<file path="config.mk">
export PLATFORM = sky130hd
export DESIGN_NAME = sampling_adc_parallel_port
export DESIGN_NICKNAME = d
export VERILOG_FILES = /design/src/verilog/adc_pkg.sv /design/src/verilog/sampling_adc_parallel_port.sv
export VERILOG_INCLUDE_DIRS = /design/src /design/src/verilog
export SDC_FILE = /design/constraint.sdc
export NUM_CORES = 1
export LEC_CHECK = 0
export ABC_AREA = 0
export CORE_ASPECT_RATIO = 1.2
export CORE_MARGIN = 2
export CORE_UTILIZATION = 36
export CTS_CLUSTER_SIZE = 28
export DETAILED_ROUTE_END_ITERATION = 8
export DONT_BUFFER_PORTS = 1
export PLACE_DENSITY = 0.64
export SYNTH_ARGS = -nofsm -noshare
export SYNTH_HDL_FRONTEND = slang
export SYNTH_SLANG_ARGS = --single-unit
</file>
<file path="constraint.sdc">
create_clock -name clk -period 3.4 [get_ports clk]
set_clock_uncertainty 0.15 [all_clocks]
set_input_delay 0.34 -clock clk [delete_from_list [all_inputs] [get_ports clk]]
set_output_delay 0.34 -clock clk [all_outputs]
set_load 0.005 [all_outputs]
</file>
<file path="src/verilog/adc_consts.svh">
// Purpose: Constants of the sampling converter control and parallel port
// Assumes: 25 MHz system clock
// Notes:   Times in ns as printed, cycle counts derived from them
`ifndef ADC_CONSTS_SVH
`define ADC_CONSTS_SVH

// ---------------------------------------------------------------
// Word layout and reset values
// ---------------------------------------------------------------
`define ADC_BITS 14
`define RESULT_RESET 14'h0000
`define CODE_POS_FULL 14'h1FFF
`define CODE_NEG_FULL 14'h2000
`define RESULT_FIFO_DEPTH 32

// ---------------------------------------------------------------
// Timing
// ---------------------------------------------------------------
`define CLK_PERIOD_NS 40
`define CONV_TIME_NS 330
`define CONV_MAX_NS 400
`define ACQ_MAX_NS 100
`define THROUGHPUT_NS 454
`define DATA_VALID_NS 20
// Typical conversion time, rounded up to whole cycles (9)
`define CONV_CYCLES ((`CONV_TIME_NS + `CLK_PERIOD_NS - 1) / `CLK_PERIOD_NS)
// Longest times round down
`define CONV_MAX_CYCLES (`CONV_MAX_NS / `CLK_PERIOD_NS)
`define ACQ_CYCLES (`ACQ_MAX_NS / `CLK_PERIOD_NS)
`define THROUGHPUT_CYCLES (`THROUGHPUT_NS / `CLK_PERIOD_NS)

`endif

</file>
<file path="src/verilog/adc_pkg.sv">
// Purpose: Types of the sampling converter control and parallel port
// Assumes: adc_consts.svh on the include path
// Notes:   Types only; numbers live in the constants header
`default_nettype none
`include "adc_consts.svh"

package adc_pkg;

   // Conversion sequencer, Gray coded along idle -> convert -> acquire
   typedef enum logic [1:0] {
      ST_IDLE = 2'b00,
      ST_CONV = 2'b01,
      ST_ACQ = 2'b11
   } conv_state_t;

   // One result word as it travels through the buffer
   typedef struct packed {
      logic saturated;
      logic [`ADC_BITS-1:0] code;
   } result_word_t;

endpackage

`default_nettype wire

</file>
<file path="src/verilog/sampling_adc_parallel_port.sv">
// Purpose: Conversion control and parallel result port of a 14-bit sampling converter
// Assumes: All inputs synchronous to clk; analog difference given as two signed codes
// Notes:   Results also leave through a 32-word buffer with valid/ready
//
// Overview of operation
// - A falling edge on conversion_start_n begins a new conversion, except in the first acquire cycle or with the buffer full.
// - The input difference is captured in the same cycle as that falling edge.
// - Start edges arriving while a conversion runs are ignored.
// - busy is low for the whole conversion and rises when it ends.
// - The parallel result changes exactly when busy rises.
// - Latching on busy falling or start rising yields the previous result.
// - Each result appears at once as one 14-bit parallel word.
// - The result is two's complement of the signed input difference; the code clips out-of-range differences to full scale.
// - Conversion lasts typically 330ns and never more than 400ns; the code always takes 9 cycles, 360ns.
// - Acquisition completes within 100ns after the previous conversion ends.
// - One acquisition plus conversion fits in 454ns; host spaces starts accordingly.
// - Only one control input exists; status is reported only on busy.
`timescale 1ns/1ps
`default_nettype none
`include "adc_consts.svh"

// ---------------------------------------------------------------
// Result buffer
// ---------------------------------------------------------------
module result_fifo #(
   parameter int WIDTH = 15,
   parameter int DEPTH = `RESULT_FIFO_DEPTH
) (
   // Clock and reset
   input wire logic clk,
   input wire logic rst,
   // Filling side
   input wire logic [WIDTH-1:0] in_data,
   input wire logic in_valid,
   output logic in_ready,
   // Draining side
   output logic [WIDTH-1:0] out_data,
   output logic out_valid,
   input wire logic out_ready
);
   // Occupancy is kept in its own counter, one bit wider than the
   // pointers, so a full buffer and an empty one never look alike.
   // The extra flops are the price of flags that need no pointer compare.
   localparam int AW = (DEPTH > 1) ? $clog2(DEPTH) : 1;
   localparam int CW = $clog2(DEPTH + 1);
   localparam logic [AW-1:0] LAST = AW'(DEPTH - 1);
   localparam logic [CW-1:0] FULL = CW'(DEPTH);

   logic [WIDTH-1:0] mem_r [DEPTH];
   logic [AW-1:0] wr_ptr_r, wr_ptr_nxt, rd_ptr_r, rd_ptr_nxt;
   logic [CW-1:0] count_r, count_nxt;
   logic push, pop;

   // Honest flags straight from the occupancy count
   assign in_ready = (count_r != FULL);
   assign out_valid = (count_r != '0);
   assign out_data = mem_r[rd_ptr_r];
   assign push = in_valid & in_ready;
   assign pop = out_valid & out_ready;

   // Pointer and count update, wrapping at the depth
   always_comb begin
      wr_ptr_nxt = wr_ptr_r;
      rd_ptr_nxt = rd_ptr_r;
      count_nxt = count_r;
      if (push) begin
         wr_ptr_nxt = (wr_ptr_r == LAST) ? '0 : wr_ptr_r + 1'b1;
      end
      if (pop) begin
         rd_ptr_nxt = (rd_ptr_r == LAST) ? '0 : rd_ptr_r + 1'b1;
      end
      if (push && !pop) begin
         count_nxt = count_r + 1'b1;
      end else if (pop && !push) begin
         count_nxt = count_r - 1'b1;
      end
   end

   always_ff @(posedge clk) begin
      if (rst) begin
         wr_ptr_r <= '0;
         rd_ptr_r <= '0;
         count_r <= '0;
      end else begin
         wr_ptr_r <= wr_ptr_nxt;
         rd_ptr_r <= rd_ptr_nxt;
         count_r <= count_nxt;
      end
   end

   // Storage needs no reset; entries are read only once written
   always_ff @(posedge clk) begin
      if (push) begin
         mem_r[wr_ptr_r] <= in_data;
      end
   end
endmodule

// ---------------------------------------------------------------
// Converter control and parallel port
// ---------------------------------------------------------------
module sampling_adc_parallel_port #(
   parameter int CONV_CYCLES = `CONV_CYCLES,
   parameter int ACQ_CYCLES = `ACQ_CYCLES,
   parameter int FIFO_DEPTH = `RESULT_FIFO_DEPTH
) (
   // Clock and reset
   input wire logic clk,
   input wire logic rst,
   // Conversion control
   input wire logic conversion_start_n,
   // Sampled analog difference, as signed codes
   input wire logic signed [`ADC_BITS-1:0] ain_pos,
   input wire logic signed [`ADC_BITS-1:0] ain_neg,
   // Status and parallel result
   output logic busy,
   output logic [`ADC_BITS-1:0] result_data,
   // Buffered result stream
   output adc_pkg::result_word_t result_stream,
   output logic result_stream_valid,
   input wire logic result_stream_ready
);
   import adc_pkg::*;

   // Four-bit counters: CONV_CYCLES and ACQ_CYCLES must stay between 1 and 16
   localparam logic [3:0] CONV_LAST = 4'(CONV_CYCLES - 1);
   localparam logic [3:0] ACQ_LAST = 4'(ACQ_CYCLES - 1);

   conv_state_t state_r, state_nxt;
   logic [3:0] cnt_r, cnt_nxt;
   logic start_n_prev_r;
   logic busy_r, busy_nxt;
   logic [`ADC_BITS-1:0] data_r, data_nxt;
   result_word_t held_r, held_nxt, sample_now;
   logic signed [`ADC_BITS:0] diff_wide;
   logic start_fall, can_launch, launch, push, fifo_in_ready;

   // Start edge on the one control input; synchronous input, no synchroniser
   assign start_fall = start_n_prev_r & ~conversion_start_n;

   // Full buffer holds off a start, so a result never has to be dropped
   // The last acquire cycle already takes a new edge; this overlap is what
   // keeps one sample-plus-conversion period at eleven cycles
   assign can_launch = (state_r == ST_IDLE) ||
                       ((state_r == ST_ACQ) && (cnt_r == ACQ_LAST));
   assign launch = start_fall & can_launch & fifo_in_ready;

   // Signed difference, clipped to the 14-bit two's complement range
   assign diff_wide = {ain_pos[`ADC_BITS-1], ain_pos} - {ain_neg[`ADC_BITS-1], ain_neg};
   always_comb begin
      sample_now.saturated = (diff_wide[`ADC_BITS] != diff_wide[`ADC_BITS-1]);
      if (sample_now.saturated) begin
         sample_now.code = diff_wide[`ADC_BITS] ? `CODE_NEG_FULL : `CODE_POS_FULL;
      end else begin
         sample_now.code = diff_wide[`ADC_BITS-1:0];
      end
   end

   // Sequencer: capture at the edge, convert, then reacquire
   always_comb begin
      state_nxt = state_r;
      cnt_nxt = cnt_r;
      busy_nxt = busy_r;
      data_nxt = data_r;
      held_nxt = held_r;
      push = 1'b0;
      case (state_r)
         ST_IDLE, ST_ACQ: begin
            if (launch) begin
               held_nxt = sample_now;
               busy_nxt = 1'b0;
               state_nxt = ST_CONV;
               cnt_nxt = '0;
            end else if (state_r == ST_ACQ) begin
               if (cnt_r == ACQ_LAST) begin
                  state_nxt = ST_IDLE;
               end else begin
                  cnt_nxt = cnt_r + 4'h1;
               end
            end
         end
         ST_CONV: begin
            // Start edges here fall through untouched
            if (cnt_r == CONV_LAST) begin
               busy_nxt = 1'b1;
               data_nxt = held_r.code;
               push = 1'b1;
               state_nxt = ST_ACQ;
               cnt_nxt = '0;
            end else begin
               cnt_nxt = cnt_r + 4'h1;
            end
         end
         default: begin
            state_nxt = ST_IDLE;
            cnt_nxt = '0;
            busy_nxt = 1'b1;
         end
      endcase
   end

   always_ff @(posedge clk) begin
      if (rst) begin
         state_r <= ST_IDLE;
         cnt_r <= 4'h0;
         start_n_prev_r <= 1'b1;
         busy_r <= 1'b1;
         data_r <= `RESULT_RESET;
         held_r <= '0;
      end else begin
         state_r <= state_nxt;
         cnt_r <= cnt_nxt;
         start_n_prev_r <= conversion_start_n;
         busy_r <= busy_nxt;
         data_r <= data_nxt;
         held_r <= held_nxt;
      end
   end

   // Busy and data share one edge, so a host latching on busy rising
   // after the valid delay always sees the new word
   assign busy = busy_r;
   assign result_data = data_r;

   // Buffer on the result path; drained by the stream consumer
   result_fifo #(
      .WIDTH($bits(result_word_t)),
      .DEPTH(FIFO_DEPTH)
   ) result_fifo_inst (
      .clk(clk),
      .rst(rst),
      .in_data(held_r),
      .in_valid(push),
      .in_ready(fifo_in_ready),
      .out_data(result_stream),
      .out_valid(result_stream_valid),
      .out_ready(result_stream_ready)
   );
endmodule

`default_nettype wire

</file>
==> reports/metrics.cfg <==
[cts]
cts.clk_slew.worst_paths_ps=60
cts.sink_count=538
cts_tree=built
cts.path.max_buffers=3
htree_levels=2
cts_root_buffer=clkbuf_16
clk_latency_ps=580
numCtsBuffers=51

[critical_path]
arrival_ps=2820
crit_top_cell=mux4_2
cp-start-kind=flop
critPathTopFamily=multiplexers
path_max_fanout=25
required_ps=2910
cpPeakStageDelay_ps=540
crit_slowest_cell=mux4_2
critPathKind=flop to primary output
end_kind=primary output
crit_path_cell_trace=buf_12, bufbuf_16, mux4_2, mux4_2, mux2_2
critPathBufInv=2

[placed_design]
dp.cells=1925
hpwl_um=27210
gp_congestion=0.7960
port_buffers=0

[die]
initial_core_util_pct=36.38
core-area_um2=59470
rows=98
die_width_um=227.8
design.die.area_um2=62080
fp.dieH_um=272.6
ios=63

[cells_and_area]
n_antenna_cell=0
drive_above_1_share_pct=27.41
final_cell_mix=edfxtp_1 (480), mux4_2 (150), nor2_1 (77)
area_growth_pct=15.08
nets=1260
seq_area_um2=15580
multi_input_area_um2=5761
layoutNonFillerInstCount=2033
layout_commonest_cell=edfxtp_1
nFillCells=5137

[synth]
synth_sequential_area_ratio_pct=71.99
async_flop_share_pct=0
synthTopCellsByArea=edfxtp_1 (67%), mux4_2 (16%), dfxtp_1 (5.4%), ha_1 (2.0%), nor2_1 (1.3%)
syn-mean-instance-area_um2=19.37
synth.yosys.warnings=0
synth_top_cell_area_share_pct=66.62
synth_top_area_cell=edfxtp_1
synthCells=1117
synth_edf_count=480
synth_flop_cell=edfxtp_1
synth.ff_latch_count=538
synth_nets=1185
syn_area_um2=21640
synth.distinct_cells=71

[power_and_ir_drop]
ir_worst_vdd_uv=385.3
p_switching_uw=3396
seq_power_share_pct=57.0
pwr-share-comb_pct=4.3
leakagePower_uw=0.007898
finalPower_uw=14970
switching_share_pct=22.69
clock_power_share_pct=38.7
p_int_uw=11570
powerDensity_nw_per_um2=601.1

[sta]
tightest_slew_ps=1189
fin_crit_sh_pct=97.30
fmax_mhz=302.3
slew_headroom_pct=20.62
finalHoldViolCount=0
setup-violations-final=0
min_period_ps=3308
slew_violations=0

[worst_hold_path]
hold_class=primary input to flop

[route]
ant_nets=0
routedWlPerCell_um=21.74
vias_per_cell=5.173
drtPass1Iterations=6
drt_first_iter_violations=921
wl_um=44200
vias=10517
drcViolationCount=0

[run]
maxCapViolations=0

[global_route]
antenna_found_initial=3
grt_usage_pct=14.14
first_global_vias=10711
gr-total-overflow=0
grt_pass1_wl_um=66920
grt_max_degree=61

[status]
status=completed

[worst paths after layout]
check / slack (ps) / cells after the start / endpoint / startpoint
setup / recovery: 90 / 5 / result_stream[8] / flop
setup reg to reg: 150 / 13 / result_fifo_inst.count_r[5] / result_fifo_inst.count_r[2]
hold reg to reg: 330 / 2 / result_data[8] / result_data[8]
hold / removal: 50 / 4 / held_r[13] / conversion_start_n
[logic make-up after synthesis]
group | share of synthesized area [%]
multiplexers | 16.84
AO/OA/AOI/OAI | 2.926
XOR/XNOR | 0.6072
flip-flops | 71.99
buffers and inverters | 1.486
AND/OR/NAND/NOR | 4.002
adder cells (fa/ha/maj) | 2.151
[per-stage QoR]
step / worst slack, ps / setup TNS, ps / instance area [um^2] / utilization [%] / hold WS (ps)
floorplan: 84.09 / 0 / 21640 / - / 296.6
global placement: 130.7 / 0 / 22940 / 38.58 / 265.7
detailed placement: 5.309 / 0 / 22940 / 38.58 / 264.8
CTS: 35.37 / 0 / 24850 / 41.78 / 12.99
global route: -3.270 / -3.270 / 24900 / 41.87 / 43.18
finish: 91.94 / 0 / 24900 / 41.87 / 46.10
[sequential cells by signal, indices dropped and copies added (netlist names), named ones only]
register,flops
cnt_r,4
busy,1
state_r,2
result_fifo_inst.wr_ptr_r,5
result_fifo_inst.mem_r,480
result_data,14
held_r,15
result_fifo_inst.rd_ptr_r,5
result_fifo_inst.count_r,6
start_n_prev_r,1
[worst min-delay path: stages]
cell and delay, ps:
a2111oi_4 40, and2b_1 190, nor2_1 90, a311oi_1 50
[power by group through the flow]
stage | Sequential (uW) | Clock [uW] | Combinational (uW)
3_3_place_gp | 8610 | 0 | 613
5_1_grt | 8620 | 6160 | 725
2_1_floorplan | 8420 | 0 | 435
6_report | 8530 | 5790 | 649
3_5_place_dp | 8680 | 0 | 634
4_1_cts | 8540 | 5890 | 655
[cells in the mapped netlist (2+ instances only)]
cell type	number
a211o_1	2
a211oi_1	2
a21o_1	4
a21oi_1	39
a21oi_2	3
a311oi_1	2
a31oi_1	2
and2_4	2
and3_1	3
buf_1	6
buf_2	11
clkbuf_1	29
dfxtp_1	58
edfxtp_1	480
fa_1	2
ha_1	34
inv_1	31
mux2_2	16
mux2i_1	7
mux4_2	150
nand2_1	46
nand2b_1	3
nand3_1	7
nand3b_1	5
nand4b_1	2
nor2_1	77
nor2_4	2
nor3_1	5
nor3b_1	5
o21ai_0	12
o21bai_1	3
o221ai_1	2
o22ai_1	7
o2bb2ai_1	3
or2_2	2
or3_1	4
or3b_2	2
xnor2_1	10
xor2_1	5
[routing by layer]
layer	vias to the layer above	wire length [um]	GRT usage, %
li1	4665	-	-
met1	5491	18810	18.90
met2	303	22090	23.97
met3	58	2389	2.483
met4	0	906	3.757
met5	-	0	0
[cell type report]
class                           count  area share [%]
Sequential cell                   538           62.59
Clock inverter                     30           1.412
Tap cell                          800           4.020
Multi-Input combinational cell    500           23.14
Timing Repair Buffer               70           2.894
Inverter                           31          0.4673
Clock buffer                       64           5.482
[repair_timing]
action	CTS	global route
setup buffers	4	1
resized for setup	2	4
pin swaps	0	2
gates cloned	2	1
hold buffers	6	0
endpoints found under the hold margin	58	0
endpoints found under the setup margin	15	5
No activity file was read; power rests on OpenSTA's default activity.
